==> src/rtl/compare_pkg.sv <==
package compare_pkg;

    ////////////////////////////////////////////////////////////////////////////////
    // Sizes
    localparam int NUM_CH       = 3;
    localparam int CNT_W        = 16;
    localparam int MODE_W       = 2;
    localparam int CLK_W        = 3;
    localparam int SYNC_SEL_W   = 5;
    localparam int NUM_CLK_SRC  = 6;
    localparam int NUM_EXT_CLK  = NUM_CLK_SRC - 1;
    localparam int NUM_SYNC_SRC = 21;
    localparam int ADDR_W       = 8;
    localparam int DATA_W       = 32;
    localparam int CH_IDX_W     = 2;

    ////////////////////////////////////////////////////////////////////////////////
    // Register byte offsets, per channel and global
    localparam logic [ADDR_W-1:0] OFF_CTRL_ONE   = 8'h00;
    localparam logic [ADDR_W-1:0] OFF_CTRL_TWO   = 8'h04;
    localparam logic [ADDR_W-1:0] OFF_PRIMARY    = 8'h08;
    localparam logic [ADDR_W-1:0] OFF_SECONDARY  = 8'h0c;
    localparam logic [ADDR_W-1:0] OFF_COUNTER    = 8'h10;
    localparam logic [ADDR_W-1:0] CH_STRIDE      = 8'h20;
    localparam logic [ADDR_W-1:0] OFF_INT_STATUS = 8'h60;
    localparam logic [ADDR_W-1:0] OFF_INT_MASK   = 8'h64;

    ////////////////////////////////////////////////////////////////////////////////
    // Field positions
    localparam int CTL1_MODE_LSB = 0;
    localparam int CTL1_CLK_LSB  = 2;
    localparam int CTL1_OUT_BIT  = 8;
    localparam int CTL2_SYNC_LSB = 0;
    localparam int CTL2_TRIG_BIT = 7;
    localparam int CTL2_CASC_BIT = 8;

    ////////////////////////////////////////////////////////////////////////////////
    // Codes and reset values
    localparam logic [MODE_W-1:0]     MODE_OFF    = 2'h0;
    localparam logic [MODE_W-1:0]     MODE_SINGLE = 2'h1;
    localparam logic [MODE_W-1:0]     MODE_CONT   = 2'h2;
    localparam logic [MODE_W-1:0]     MODE_PWM    = 2'h3;
    localparam logic [SYNC_SEL_W-1:0] SYNC_FREE   = 5'h00;
    localparam logic [CNT_W-1:0]      CNT_ZERO    = 16'h0000;
    localparam logic [CNT_W-1:0]      CNT_MAX     = 16'hffff;
    localparam logic [DATA_W-1:0]     DATA_ZERO   = 32'h0000_0000;

    typedef enum logic [2:0] {
        R_CTRL_ONE, R_CTRL_TWO, R_PRIMARY, R_SECONDARY,
        R_COUNTER, R_STATUS, R_MASK, R_NONE
    } reg_kind_e;

    typedef struct packed {
        reg_kind_e           kind;
        logic [CH_IDX_W-1:0] ch;
    } decode_s;

    // Map a byte address onto a register kind and channel
    function automatic decode_s decode_addr(input logic [ADDR_W-1:0] addr, input int nch);
        decode_s             d;
        logic [ADDR_W-1:0]   base;
        d.kind = R_NONE;
        d.ch   = '0;
        if (addr == OFF_INT_STATUS) d.kind = R_STATUS;
        if (addr == OFF_INT_MASK) d.kind = R_MASK;
        for (int c = 0; c < nch; c++) begin
            base = ADDR_W'(c) * CH_STRIDE;
            if (addr == base + OFF_CTRL_ONE) d = '{R_CTRL_ONE, CH_IDX_W'(c)};
            if (addr == base + OFF_CTRL_TWO) d = '{R_CTRL_TWO, CH_IDX_W'(c)};
            if (addr == base + OFF_PRIMARY) d = '{R_PRIMARY, CH_IDX_W'(c)};
            if (addr == base + OFF_SECONDARY) d = '{R_SECONDARY, CH_IDX_W'(c)};
            if (addr == base + OFF_COUNTER) d = '{R_COUNTER, CH_IDX_W'(c)};
        end
        return d;
    endfunction

endpackage

==> src/rtl/pin_sync.sv <==
module pin_sync #(
    parameter int WIDTH = 1
) (
    // Clock and reset
    input  wire logic             pclk,
    input  wire logic             presetn,
    // Asynchronous inputs
    input  wire logic [WIDTH-1:0] pin_in,
    // Filtered rising edges
    output logic      [WIDTH-1:0] rise
);

    typedef struct packed {
        logic [WIDTH-1:0] s1;
        logic [WIDTH-1:0] s2;
        logic [WIDTH-1:0] s3;
        logic [WIDTH-1:0] lvl;
        logic [WIDTH-1:0] rise;
    } sync_s;

    sync_s cur_reg;
    sync_s cur_next;

    generate
        if (WIDTH < 1) begin : g_bad_width
            $error("pin_sync needs at least one input");
        end
    endgenerate

    // Level moves only when the second and third stages agree
    always_comb begin
        cur_next      = cur_reg;
        cur_next.s1   = pin_in;
        cur_next.s2   = cur_reg.s1;
        cur_next.s3   = cur_reg.s2;
        for (int i = 0; i < WIDTH; i++) begin
            if (cur_reg.s2[i] == cur_reg.s3[i]) cur_next.lvl[i] = cur_reg.s3[i];
        end
        cur_next.rise = cur_next.lvl & ~cur_reg.lvl;
    end

    // State register
    always_ff @(posedge pclk or negedge presetn) begin
        if (!presetn) begin
            cur_reg <= '0;
        end else begin
            cur_reg <= cur_next;
        end
    end

    assign rise = cur_reg.rise;

endmodule

==> src/rtl/compare_output.sv <==
module compare_output (
    // Clock and reset
    input  wire logic                              pclk,
    input  wire logic                              presetn,
    // Mode and match events
    input  wire logic [compare_pkg::MODE_W-1:0]    mode,
    input  wire logic                              hit_pri,
    input  wire logic                              hit_sec,
    // Waveform
    output logic                                   out_level
);

    typedef enum logic [1:0] {ST_IDLE, ST_ACTIVE, ST_DONE} out_state_e;

    typedef struct packed {
        out_state_e                   st;
        logic [compare_pkg::MODE_W-1:0] last_mode;
        logic                         lvl;
    } out_s;

    out_s cur_reg;
    out_s cur_next;

    // Pulse and PWM waveform sequencing
    always_comb begin
        cur_next           = cur_reg;
        cur_next.last_mode = mode;
        if (mode != cur_reg.last_mode) begin
            cur_next.st  = ST_IDLE;
            cur_next.lvl = 1'b0;
        end else begin
            case (mode)
                compare_pkg::MODE_SINGLE, compare_pkg::MODE_CONT: begin
                    case (cur_reg.st)
                        ST_IDLE: begin
                            if (hit_pri) begin
                                cur_next.st  = ST_ACTIVE;
                                cur_next.lvl = 1'b1;
                            end
                        end
                        ST_ACTIVE: begin
                            if (hit_sec) begin
                                cur_next.lvl = 1'b0;
                                cur_next.st  = (mode == compare_pkg::MODE_CONT) ? ST_IDLE
                                                                               : ST_DONE;
                            end
                        end
                        ST_DONE: cur_next.lvl = 1'b0;
                        default: cur_next.st = ST_IDLE;
                    endcase
                end
                compare_pkg::MODE_PWM: begin
                    // Secondary match starts a period, primary match ends the duty
                    if (hit_sec) cur_next.lvl = 1'b1;
                    else if (hit_pri) cur_next.lvl = 1'b0;
                    cur_next.st = ST_ACTIVE;
                end
                default: begin
                    cur_next.st  = ST_IDLE;
                    cur_next.lvl = 1'b0;
                end
            endcase
        end
    end

    // State register
    always_ff @(posedge pclk or negedge presetn) begin
        if (!presetn) begin
            cur_reg <= '{ST_IDLE, compare_pkg::MODE_OFF, 1'b0};
        end else begin
            cur_reg <= cur_next;
        end
    end

    assign out_level = cur_reg.lvl;

endmodule

==> src/rtl/compare_timer.sv <==
// Summary of operation
// - Three independent compare units, each driving pulse or PWM output.
// - Free running: 16-bit counter counts up, wraps from all ones to zero.
// - Event on each running clock tick at which counter equals the primary or the secondary period.
// - Synchronous: counts once clocked, counter cleared on each sync event.
// - Trigger: counter held until a sync event, then allowed to run.
// - Sync select zero means free running; nonzero means sync or trigger.
// - Second control bit 7 set picks trigger, cleared picks synchronous.
// - Sync select picks one of twenty-one sync or trigger sources.
// - By default each unit uses its own 16-bit counter and periods.
// - Cascaded: even unit gives low half, next odd unit high half.
// - Cascaded: low half wraparound increments the paired high half.
// - Each unit holds separate primary and secondary period registers.
// - Single pulse, continuous pulses and continuous PWM output modes.
// - Each counter clocked from one of six selectable clock sources.
module compare_timer #(
    parameter int NUM_CH = compare_pkg::NUM_CH
) (
    // Clock and reset
    input  wire logic                                pclk,
    input  wire logic                                presetn,
    // APB slave
    input  wire logic [compare_pkg::ADDR_W-1:0]      paddr,
    input  wire logic                                psel,
    input  wire logic                                penable,
    input  wire logic                                pwrite,
    input  wire logic [compare_pkg::DATA_W-1:0]      pwdata,
    output logic      [compare_pkg::DATA_W-1:0]      prdata,
    output logic                                     pready,
    output logic                                     pslverr,
    // External clock and sync sources
    input  wire logic [compare_pkg::NUM_EXT_CLK-1:0] ext_clk,
    input  wire logic [compare_pkg::NUM_SYNC_SRC-NUM_CH-1:0] ext_sync,
    // Compare outputs and interrupt
    output logic      [NUM_CH-1:0]                   compare_out,
    output logic                                     irq
);

    localparam int EXT_SYNC_W = compare_pkg::NUM_SYNC_SRC - NUM_CH;
    localparam int CNT_W      = compare_pkg::CNT_W;
    localparam int MODE_W     = compare_pkg::MODE_W;
    localparam int CLK_W      = compare_pkg::CLK_W;
    localparam int SEL_W      = compare_pkg::SYNC_SEL_W;

    ////////////////////////////////////////////////////////////////////////////////
    // State

    typedef struct packed {
        logic [NUM_CH-1:0][CNT_W-1:0]  cnt;
        logic [NUM_CH-1:0][CNT_W-1:0]  pri;
        logic [NUM_CH-1:0][CNT_W-1:0]  sec;
        logic [NUM_CH-1:0][MODE_W-1:0] mode;
        logic [NUM_CH-1:0][CLK_W-1:0]  clk_sel;
        logic [NUM_CH-1:0][SEL_W-1:0]  sync_sel;
        logic [NUM_CH-1:0]             trig;
        logic [NUM_CH-1:0]             casc;
        logic [NUM_CH-1:0]             trig_run;
        logic [NUM_CH-1:0]             hit_pri;
        logic [NUM_CH-1:0]             hit_sec;
        logic [NUM_CH-1:0]             status;
        logic [NUM_CH-1:0]             mask;
        logic                          irq;
        logic                          pready;
        logic                          pslverr;
        logic [compare_pkg::DATA_W-1:0] prdata;
    } state_s;

    state_s                           cur_reg;
    state_s                           cur_next;
    logic [compare_pkg::NUM_EXT_CLK-1:0] ext_clk_rise;
    logic [EXT_SYNC_W-1:0]            ext_sync_rise;
    logic [NUM_CH-1:0]                out_level;

    generate
        if (NUM_CH < 1 || NUM_CH > 3 || EXT_SYNC_W < 1) begin : g_bad_count
            $error("compare_timer supports one to three channels");
        end
    endgenerate

    ////////////////////////////////////////////////////////////////////////////////
    // Selection helpers

    // Clock source 0 is every pclk edge, 1 to 5 are external rising edges
    function automatic logic pick_tick(input logic [compare_pkg::NUM_CLK_SRC-1:0] v,
                                       input logic [CLK_W-1:0] s);
        pick_tick = 1'b0;
        for (int k = 0; k < compare_pkg::NUM_CLK_SRC; k++) begin
            if (s == CLK_W'(k)) pick_tick = v[k];
        end
    endfunction

    // Sync source n picks vector bit n-1; zero and out-of-range pick nothing
    function automatic logic pick_sync(input logic [compare_pkg::NUM_SYNC_SRC-1:0] v,
                                       input logic [SEL_W-1:0] s);
        pick_sync = 1'b0;
        for (int k = 0; k < compare_pkg::NUM_SYNC_SRC; k++) begin
            if (s == SEL_W'(k + 1)) pick_sync = v[k];
        end
    endfunction

    ////////////////////////////////////////////////////////////////////////////////
    // Input synchronisers

    pin_sync #(
        .WIDTH (compare_pkg::NUM_EXT_CLK + EXT_SYNC_W)
    ) u_pin_sync (
        .pclk    (pclk),
        .presetn (presetn),
        .pin_in  ({ext_sync, ext_clk}),
        .rise    ({ext_sync_rise, ext_clk_rise})
    );

    ////////////////////////////////////////////////////////////////////////////////
    // Next-state logic

    always_comb begin
        logic [NUM_CH-1:0]                      tick;
        logic [NUM_CH-1:0]                      run;
        logic [NUM_CH-1:0]                      zap;
        logic [NUM_CH-1:0]                      shot;
        logic [NUM_CH-1:0]                      pwm;
        logic [NUM_CH-1:0]                      mp;
        logic [NUM_CH-1:0]                      ms;
        logic [NUM_CH-1:0]                      wrap;
        logic [NUM_CH-1:0]                      carry;
        logic [NUM_CH-1:0]                      step;
        logic [NUM_CH-1:0]                      w1c;
        logic [compare_pkg::NUM_SYNC_SRC-1:0]   sync_vec;
        logic                                   free;
        logic                                   joined;
        logic                                   rd_phase;
        logic                                   wr_phase;
        logic [compare_pkg::DATA_W-1:0]         rd;
        compare_pkg::decode_s                   dec;
        tick     = '0;
        run      = '0;
        zap      = '0;
        shot     = '0;
        pwm      = '0;
        mp       = '0;
        ms       = '0;
        wrap     = '0;
        carry    = '1;
        step     = '0;
        w1c      = '0;
        free     = 1'b0;
        joined   = 1'b0;
        rd       = compare_pkg::DATA_ZERO;
        cur_next = cur_reg;

        // Sync sources: own channels' events first, then external edges
        sync_vec = {ext_sync_rise, cur_reg.hit_pri | cur_reg.hit_sec};
        dec      = compare_pkg::decode_addr(paddr, NUM_CH);
        rd_phase = psel && penable && !cur_reg.pready;
        wr_phase = psel && penable && cur_reg.pready && pwrite;

        // Per-channel mode, clock and sync decisions
        for (int i = 0; i < NUM_CH; i++) begin
            free    = (cur_reg.sync_sel[i] == compare_pkg::SYNC_FREE);
            tick[i] = pick_tick({ext_clk_rise, 1'b1}, cur_reg.clk_sel[i]);
            shot[i] = !free && pick_sync(sync_vec, cur_reg.sync_sel[i]);
            run[i]  = (cur_reg.mode[i] != compare_pkg::MODE_OFF) &&
                      (free || !cur_reg.trig[i] || cur_reg.trig_run[i]);
            zap[i]  = shot[i] && !cur_reg.trig[i];
            pwm[i]  = (cur_reg.mode[i] == compare_pkg::MODE_PWM);
            mp[i]   = (cur_reg.cnt[i] == cur_reg.pri[i]);
            ms[i]   = (cur_reg.cnt[i] == cur_reg.sec[i]);
            wrap[i] = (cur_reg.cnt[i] == compare_pkg::CNT_MAX);
            if (shot[i] && cur_reg.trig[i]) cur_next.trig_run[i] = 1'b1;
        end

        // Pairs: even index is the low half, the next index the high half
        for (int i = 0; i + 1 < NUM_CH; i += 2) begin
            joined = cur_reg.casc[i] && cur_reg.casc[i + 1];
            if (joined) begin
                mp[i]        = mp[i] && mp[i + 1];
                ms[i]        = ms[i] && ms[i + 1];
                mp[i + 1]    = mp[i];
                ms[i + 1]    = ms[i];
                tick[i + 1]  = tick[i];
                run[i + 1]   = run[i];
                zap[i + 1]   = zap[i];
                pwm[i + 1]   = pwm[i];
                carry[i + 1] = wrap[i];
            end
        end

        // Counters and match events
        for (int i = 0; i < NUM_CH; i++) begin
            step[i] = run[i] && tick[i];
            if (zap[i] || (step[i] && pwm[i] && ms[i])) begin
                cur_next.cnt[i] = compare_pkg::CNT_ZERO;
            end else if (step[i] && carry[i]) begin
                cur_next.cnt[i] = cur_reg.cnt[i] + 1'b1;
            end
            cur_next.hit_pri[i] = step[i] && mp[i];
            cur_next.hit_sec[i] = step[i] && ms[i];
        end

        // Read data captured in the wait cycle of the access phase
        case (dec.kind)
            compare_pkg::R_CTRL_ONE: begin
                rd[compare_pkg::CTL1_MODE_LSB +: MODE_W] = cur_reg.mode[dec.ch];
                rd[compare_pkg::CTL1_CLK_LSB +: CLK_W]   = cur_reg.clk_sel[dec.ch];
                rd[compare_pkg::CTL1_OUT_BIT]            = out_level[dec.ch];
            end
            compare_pkg::R_CTRL_TWO: begin
                rd[compare_pkg::CTL2_SYNC_LSB +: SEL_W] = cur_reg.sync_sel[dec.ch];
                rd[compare_pkg::CTL2_TRIG_BIT]          = cur_reg.trig[dec.ch];
                rd[compare_pkg::CTL2_CASC_BIT]          = cur_reg.casc[dec.ch];
            end
            compare_pkg::R_PRIMARY:   rd[CNT_W-1:0] = cur_reg.pri[dec.ch];
            compare_pkg::R_SECONDARY: rd[CNT_W-1:0] = cur_reg.sec[dec.ch];
            compare_pkg::R_COUNTER:   rd[CNT_W-1:0] = cur_reg.cnt[dec.ch];
            compare_pkg::R_STATUS:    rd[NUM_CH-1:0] = cur_reg.status;
            compare_pkg::R_MASK:      rd[NUM_CH-1:0] = cur_reg.mask;
            default:                  rd = compare_pkg::DATA_ZERO;
        endcase

        // APB handshake: one wait cycle, then completion
        cur_next.pready  = rd_phase;
        cur_next.pslverr = rd_phase && (dec.kind == compare_pkg::R_NONE);
        cur_next.prdata  = (rd_phase && !pwrite) ? rd : compare_pkg::DATA_ZERO;

        // Writes take effect on the completing edge
        if (wr_phase) begin
            case (dec.kind)
                compare_pkg::R_CTRL_ONE: begin
                    cur_next.mode[dec.ch]    = pwdata[compare_pkg::CTL1_MODE_LSB +: MODE_W];
                    cur_next.clk_sel[dec.ch] = pwdata[compare_pkg::CTL1_CLK_LSB +: CLK_W];
                end
                compare_pkg::R_CTRL_TWO: begin
                    cur_next.sync_sel[dec.ch] = pwdata[compare_pkg::CTL2_SYNC_LSB +: SEL_W];
                    cur_next.trig[dec.ch]     = pwdata[compare_pkg::CTL2_TRIG_BIT];
                    cur_next.casc[dec.ch]     = pwdata[compare_pkg::CTL2_CASC_BIT];
                    cur_next.trig_run[dec.ch] = 1'b0;
                end
                compare_pkg::R_PRIMARY:   cur_next.pri[dec.ch] = pwdata[CNT_W-1:0];
                compare_pkg::R_SECONDARY: cur_next.sec[dec.ch] = pwdata[CNT_W-1:0];
                compare_pkg::R_STATUS:    w1c = pwdata[NUM_CH-1:0];
                compare_pkg::R_MASK:      cur_next.mask = pwdata[NUM_CH-1:0];
                default:                  w1c = '0;
            endcase
        end

        // Sticky event flags: a new event wins over a clear in the same cycle
        cur_next.status = (cur_reg.status & ~w1c) | cur_next.hit_pri | cur_next.hit_sec;
        cur_next.irq    = |(cur_next.status & cur_next.mask);
    end

    ////////////////////////////////////////////////////////////////////////////////
    // State register

    always_ff @(posedge pclk or negedge presetn) begin
        if (!presetn) begin
            cur_reg <= '0;
        end else begin
            cur_reg <= cur_next;
        end
    end

    ////////////////////////////////////////////////////////////////////////////////
    // Output waveform generators

    generate
        for (genvar g = 0; g < NUM_CH; g++) begin : g_out
            compare_output u_out (
                .pclk      (pclk),
                .presetn   (presetn),
                .mode      (cur_reg.mode[g]),
                .hit_pri   (cur_reg.hit_pri[g]),
                .hit_sec   (cur_reg.hit_sec[g]),
                .out_level (out_level[g])
            );
        end
    endgenerate

    ////////////////////////////////////////////////////////////////////////////////
    // Outputs

    assign compare_out = out_level;
    assign irq         = cur_reg.irq;
    assign pready      = cur_reg.pready;
    assign pslverr     = cur_reg.pslverr;
    assign prdata      = cur_reg.prdata;

endmodule

==> config.mk <==
export PLATFORM = sky130hd
export DESIGN_NAME = compare_timer
export DESIGN_NICKNAME = d
export VERILOG_FILES = /design/src/rtl/compare_pkg.sv /design/src/rtl/pin_sync.sv /design/src/rtl/compare_output.sv /design/src/rtl/compare_timer.sv
export SDC_FILE = /design/constraint.sdc
export NUM_CORES = 1
export LEC_CHECK = 0
export BUFFER_PORTS_ARGS = -buffer_cell sky130_fd_sc_hd__buf_2
export CAP_MARGIN = 25
export CORE_ASPECT_RATIO = 1.2
export CORE_MARGIN = 2
export CORE_UTILIZATION = 45
export CTS_CLUSTER_DIAMETER = 40
export CTS_CLUSTER_SIZE = 16
export DETAILED_ROUTE_END_ITERATION = 8
export SYNTH_ARGS = -nofsm -noshare
export SYNTH_HDL_FRONTEND = slang
export SYNTH_SLANG_ARGS = --single-unit
==> constraint.sdc <==
create_clock -name pclk -period 7.6 [get_ports pclk]
set_input_delay 0.38 -clock pclk [delete_from_list [all_inputs] [get_ports pclk]]
set_output_delay 0.38 -clock pclk [all_outputs]
set_load 0.01 [all_outputs]
# ---- Word level (Yosys, flattened, before mapping)
# Index checks and enable logic that the tools add are counted.
dict set report word_totals {
  regBits 344
  latch_bits 0
  ramBits 0
  romBits 0
  out_inout_bits 38
  memories 0
}
dict set report classes {
  add_sub_neg 3
  mul 0
  div_mod_pow 0
  n_lt_le_gt_ge 2
  eq_ne 164
  shifts 0
  mux 224
  bitwise 10
  n_reduce_logical 86
}
# cell count
set op_table {}
lappend op_table {{two-way mux 16 bit} 11}
lappend op_table {{two-way mux 1 bit} 131}
lappend op_table {{equality test 5 x 4 -> 1 bit (second input constant)} 24}
lappend op_table {{binary-select mux 16 bit (select 2 bit)} 3}
lappend op_table {{bitwise mux 48 bit} 2}
lappend op_table {{equality test 16 bit} 6}
lappend op_table {{equality test 5 bit (second input constant)} 18}
lappend op_table {{two-way mux 5 bit} 17}
lappend op_table {{equality test 5 x 3 -> 1 bit (second input constant)} 12}
lappend op_table {{equality test 8 x 7 -> 1 bit (second input constant)} 7}
lappend op_table {{adder 16 x 1 -> 16 bit (second input constant)} 3}
lappend op_table {{equality test 8 x 6 -> 1 bit (second input constant)} 5}
lappend op_table {{logical AND 1 bit} 38}
lappend op_table {{two-way mux 2 bit} 18}
lappend op_table {{inequality test 4 x 3 -> 1 bit (second input constant)} 9}
lappend op_table {{demux 16 bit (select 2 bit)} 1}
lappend op_table {{equality test 3 bit (second input constant)} 10}
lappend op_table {{equality test 5 x 2 -> 1 bit (second input constant)} 6}
lappend op_table {{equality test 3 x 2 -> 1 bit (second input constant)} 8}
lappend op_table {{two-way mux 3 bit} 8}
lappend op_table {{one-hot mux 2 bit (3 select lines)} 4}
lappend op_table {{AND 23 bit} 1}
lappend op_table {{equality test 1 bit} 23}
lappend op_table {{inverter 23 bit} 1}
lappend op_table {{other kinds (48)} 123}

# ---- Longest topological paths before layout
dict set report logic_depth {
  depth_word 28
  mapped_depth 11
  mapped_depth_nobuf 10
}

# ---- Cells and area by module
# Synthesis repeated with hierarchy kept, for this count alone.
dict set report unflattened {
  cells_unflattened 1615
  area_unflattened_um2 17649.4
}
# module instances cells_each area_per_inst_um2 seq_area_each_um2
set by_module_without_submodules {}
lappend by_module_without_submodules {compare_timer 1 1308 12916.1 5355.1}
lappend by_module_without_submodules {pin_sync 1 184 3539.6 2877.8}
lappend by_module_without_submodules {compare_output 3 41 397.9 125.1}

# ---- Least setup slack after synthesis
# OpenSTA, ideal clock, no wires.
dict set report synth_path {
  kind {register to register}
  start {reg cur_reg[57] (netlist bit)}
  end {reg cur_reg[203] (netlist bit)}
  setup_ps 132
  t_arrival_ps 2495
  required_time_ps 7468
  setup_slack_ps 4972
  stages_incl_launch_ff 11
  synth_period_minus_slack_ps 2628
  cell_sequence {dfrtp_1 buf_4 or3_4 o31ai_4 nor2_1 or3_4 o41a_4 buf_6 nor3_2 xnor2_1 nor2_1}
}
dict set report synth_between {
  elab_chain_len 27
  word_cells_on_any_way 58
}
# element line
set synth_rtl {}
lappend synth_rtl {{start, declared} compare_timer.sv:68} ;# state_s cur_reg;
lappend synth_rtl {{start signal, assigned} compare_timer.sv:258} ;# cur_reg <= cur_next;
lappend synth_rtl {{equality test 5 x 1 -> 1 bit} compare_timer.sv:97} ;# if (s == SEL_W'(k + 1)) pick_sync = v[k];
lappend synth_rtl {{two-way mux 1 bit (21 in series)} compare_timer.sv:97}
lappend synth_rtl {{logical AND 1 bit} compare_timer.sv:161} ;# shot[i] = !free && pick_sync(sync_vec, cur_reg.sync_sel[i]);
lappend synth_rtl {{logical AND 1 bit} compare_timer.sv:164} ;# zap[i] = shot[i] && !cur_reg.trig[i];
lappend synth_rtl {{two-way mux 1 bit} compare_timer.sv:175} ;# if (joined) begin
lappend synth_rtl {{logical OR 1 bit} compare_timer.sv:191} ;# if (zap[i] || (step[i] && pwm[i] && ms[i])) begin
lappend synth_rtl {{two-way mux 16 bit / nonzero test 2 bit (equally long branches)} -}
# Parallel ways exist; a longest one is shown, timed or not.
# A chain may end at the register's enable or synchronous reset.

# ---- Worst setup path in the final report
dict set report layout_path {
  start {in paddr[7] (netlist bit)}
  end {reg cur_reg[143] (netlist bit)}
}
dict set report layout_between {
  elab_chain_len 20
  word_cells_on_any_way 42
}
# element line
set layout_rtl {}
lappend layout_rtl {{start, declared} compare_timer.sv:23} ;# input wire logic [compare_pkg::ADDR_W-1:0] paddr,
lappend layout_rtl {{equality test 8 x 3 -> 1 bit / equality test 8 x 7 -> 1 bit (equally long branches)} {compare_pkg.sv:69, compare_pkg.sv:64}}
lappend layout_rtl {{two-way mux 5 bit / two-way mux 2 bit (equally long branches)} {compare_pkg.sv:69, compare_pkg.sv:64}}
lappend layout_rtl {{two-way mux 5 bit / two-way mux 2 bit (equally long branches)} {compare_pkg.sv:70, compare_pkg.sv:65}}
lappend layout_rtl {{two-way mux 5 bit (on tied branches)} {compare_pkg.sv:71, compare_pkg.sv:68}}
lappend layout_rtl {{two-way mux 5 bit (on tied branches)} {compare_pkg.sv:72, compare_pkg.sv:69}}
lappend layout_rtl {{two-way mux 5 bit (on tied branches)} {compare_pkg.sv:68, compare_pkg.sv:70}}
lappend layout_rtl {{two-way mux 5 bit (on tied branches)} {compare_pkg.sv:69, compare_pkg.sv:71}}
lappend layout_rtl {{two-way mux 5 bit (on tied branches)} {compare_pkg.sv:70, compare_pkg.sv:72}}
lappend layout_rtl {{[... 4 more ...]} -}
lappend layout_rtl {{two-way mux 5 bit (on tied branches)} {compare_pkg.sv:70, compare_pkg.sv:72}}
lappend layout_rtl {{two-way mux 5 bit (on tied branches)} {compare_pkg.sv:71, compare_pkg.sv:68}}
lappend layout_rtl {{two-way mux 5 bit *} compare_pkg.sv:72} ;# if (addr == base + OFF_COUNTER) d = '{R_COUNTER, CH_IDX_W'(c)};
lappend layout_rtl {{< comparator 2 x 3 -> 1 bit (not written as such) (tied with other cells)} compare_timer.sv:238} ;# compare_pkg::R_PRIMARY: cur_next.pri[dec.ch] = pwdata[CNT_W-1:0];
lappend layout_rtl {{logical AND 1 bit (not written as such) / two-way mux 5 bit (equally long branches)} {compare_timer.sv:238, compare_pkg.sv:71}}
lappend layout_rtl {{two-way mux 16 bit (not written as such) / two-way mux 5 bit (equally long branches)} {compare_timer.sv:238, compare_pkg.sv:72}}
lappend layout_rtl {{demux 16 bit (select 2 bit) / equality test 3 x 2 -> 1 bit (equally long branches)} {compare_timer.sv:238, compare_timer.sv:227}}
lappend layout_rtl {{bitwise mux 48 bit / AND reduction 2 bit (equally long branches)} -}
# Mark *: on every way between the ends. The rest lies on a longest branch, timed or not.

==> results_dict.tcl <==
set metrics [dict create \
    largest_reg_flops 195 \
    ys_types 73 \
    cts-root-buf "clkbuf_16" \
    std_cell_rows 78 \
    numClockSinks 344 \
    slew_headroom 0.297 \
    fillerInstances 3352 \
    grt_max_degree 161 \
    setup_violations 0 \
    synth_edf_count 0 \
    core-area_mm2 0.0377 \
    drive_above_1_share 0.205 \
    synthToLayoutAreaGrowth_pct 15.1 \
    rr_worst_depth 8 \
    path_common_cell "nor2_1" \
    rsz0062_at_grt "no" \
    synth_top_cell_area_share 0.503 \
    grt_overflow 0 \
    synth_warnings 0 \
    post-route-util 0.523 \
    clk_pin_slew_ns 0.06 \
    avgSynthCellArea_um2 10.6 \
    grt_pass1_wl_um 73600 \
    dr_wl_met2_um 23300 \
    status "completed" \
    synth_area_leaders "dfrtp_1, mux2_2, xnor2_1, nor2_1, nand2_1" \
    initial_utilization 0.455 \
    antenna_found_initial 1 \
    power_density_mw_per_mm2 239 \
    worstPathMaxFanout 19 \
    multi_input_area_mm2 0.00777 \
    fin_worst_skew_ns 0.0216 \
    first_global_vias 12599 \
    place.gp.congestion 0.920 \
    cp_slowest_cell "nor2_1" \
    die_y_um 218 \
    ios 106 \
    postSynthCellCount 1609 \
    final_cell_mix "dfrtp_1, mux2_2, nor2_1" \
    cts_buffers 51 \
    dp_hpwl_um 32700 \
    routed_wl_um 47000 \
    max_freq_mhz 282 \
    whs_path_depth 2 \
    min_period_ns 3.54 \
    worst_ir_drop_vdd_mv 0.228 \
    critical_path_required_ns 8.07 \
    maxCapViolCount 0 \
    ys_ff_latch 344 \
    worstSetupPathType "in2reg" \
    worst_pin_slew_ns 1.05 \
    dr_total_vias 12466 \
    worstPathArrival_ns 4.01 \
    post-route-period-util 0.466 \
    drt-pass1-iter-count 5 \
    cts_resized 0 \
    seqCellArea_mm2 0.00861 \
    htreeDepth 2 \
    dieArea_mm2 0.0396 \
    final_common_cell "dfrtp_1" \
    synth-seq-area-share 0.503 \
    highest_layer "met4" \
    setup_tns_ns 0 \
    m1WireLength_um 19000 \
    endpoint_kind "register" \
    final_net_count 1746 \
    cp-start-kind "input pin" \
    drtIter0Drc 881 \
    hold_viol 0 \
    wl_met3_um 2150 \
    max_stage_delay_ns 0.96 \
    drc_errors 0 \
    routed_via_density 5.73 \
    ant_nets 0 \
    buffer_ports.inserted 73 \
    yosysTopAreaCell "dfrtp_1" \
    die_x_um 182 \
    p_leak_uw 0.00876 \
    grt_usage 0.243 \
    cts_tree "done" \
    path_cells "buf_2 > nor3_1 > nand2_1 > nor2_1 > nand3b_1 > nor2_1 > buf_4 > mux2_2" \
    synthFlopType "dfrtp_1" \
    ctsLongestPathBuffers 3 \
    async_flop_share 1.00 \
    clk_latency_ns 0.59 \
    slew_viol_final 0 \
    wl_per_cell_um 21.6 \
    synth_area_mm2 0.0171 \
    hold_class "in2reg" \
]
-- power breakdown --
group          switching (uW)  leakage [uW]  internal, uW
combinational             184       0.00336           108
clock                     932      0.000875          1520
sequential               70.2       0.00452          1890
-- stage by stage --
stage          power [uW]  cell area, um^2  worst slack, ns  std cells  hold WS [ns]
6_report             4710            19700             4.06       2175         0.144
5_1_grt              4890            19700             3.85       2175         0.134
4_1_cts              4760            19700             4.07       2171         0.118
3_5_place_dp         2270            17600             3.54       2054         0.335
3_3_place_gp         2260            17600             3.64       2052         0.331
2_1_floorplan        2140            17200             4.97       1624        0.0844
-- routing by layer --
metal / vias up / GRT usage
met4: 0 / 0.128
met3: 137 / 0.0406
met5: - / 0
met1: 6205 / 0.296
met2: 362 / 0.416
li1: 5762 / -
-- critical path: cells and delay by family --
| kind | cells | cell delay (ns) |
|---|---|---|
| buffers and inverters | 2 | 0.44 |
| AND/OR/NAND/NOR | 5 | 2.82 |
| multiplexers | 1 | 0.35 |
-- repair_timing --
| item | 4_1_cts | 5_1_grt |
|---|---|---|
| setup buffers | 0 | 0 |
| endpoints found under the hold margin | 128 | 0 |
| hold buffers | 24 | 0 |
-- cell usage after synthesis, types with 17 or more instances --
master and number:
dfrtp_1 344, mux2_2 141, nor2_1 134, nand2_1 121, xnor2_1 110, clkbuf_1 75, a21oi_1 74, inv_1 41
buf_4 38, nor3_1 36, nand3_1 35, nand4_1 34, o21ai_0 32, a22oi_1 30, xor2_1 29, o22ai_1 26
ha_1 24, maj3_1 23, and3_1 19, a22o_1 17
-- logic make-up (layout without fill, tap and decap cells) --
family,Yosys count,after routing,synth area share
XOR/XNOR,139,139,0.0711
adder cells (fa/ha/maj),47,47,0.0310
other,1,17,0.000219
AND/OR/NAND/NOR,489,489,0.144
AO/OA/AOI/OAI,262,262,0.104
flip-flops,344,344,0.503
multiplexers,152,152,0.0991
buffers and inverters,175,245,0.0484
-- area by class of cell --
| cell class | count | area share |
|---|---|---|
| sequential | 344 | 0.437 |
| multi-input combinational | 1105 | 0.394 |
| antenna | 1 | 0.000127 |
| tap | 480 | 0.0305 |
| clock inverter | 36 | 0.0219 |
| inverter | 41 | 0.00781 |
| timing repair buffer | 111 | 0.0396 |
| clock buffer | 57 | 0.0691 |
-- path summary, 6_finish.rpt --
kind / endpoint / slack (ns) / from
max: cur_reg[143]$_DFFE_PN0P_ / 4.06 / paddr[7]
min: cur_reg[179]$_DFFE_PN0P_ / 0.14 / pwdata[13]
max reg2reg: cur_reg[201]$_DFFE_PN0P_ / 4.08 / cur_reg[61]$_DFFE_PN0P_
min reg2reg: u_pin_sync.cur_next[52]$_DFF_PN0_ / 0.34 / u_pin_sync.cur_next[75]$_DFF_PN0_
max in group asynchronous: cur_reg[220]$_DFFE_PN0P_ / 5.76 / presetn
min in group asynchronous: cur_reg[191]$_DFFE_PN0P_ / 0.46 / presetn
(Power assumes the default switching activity.)
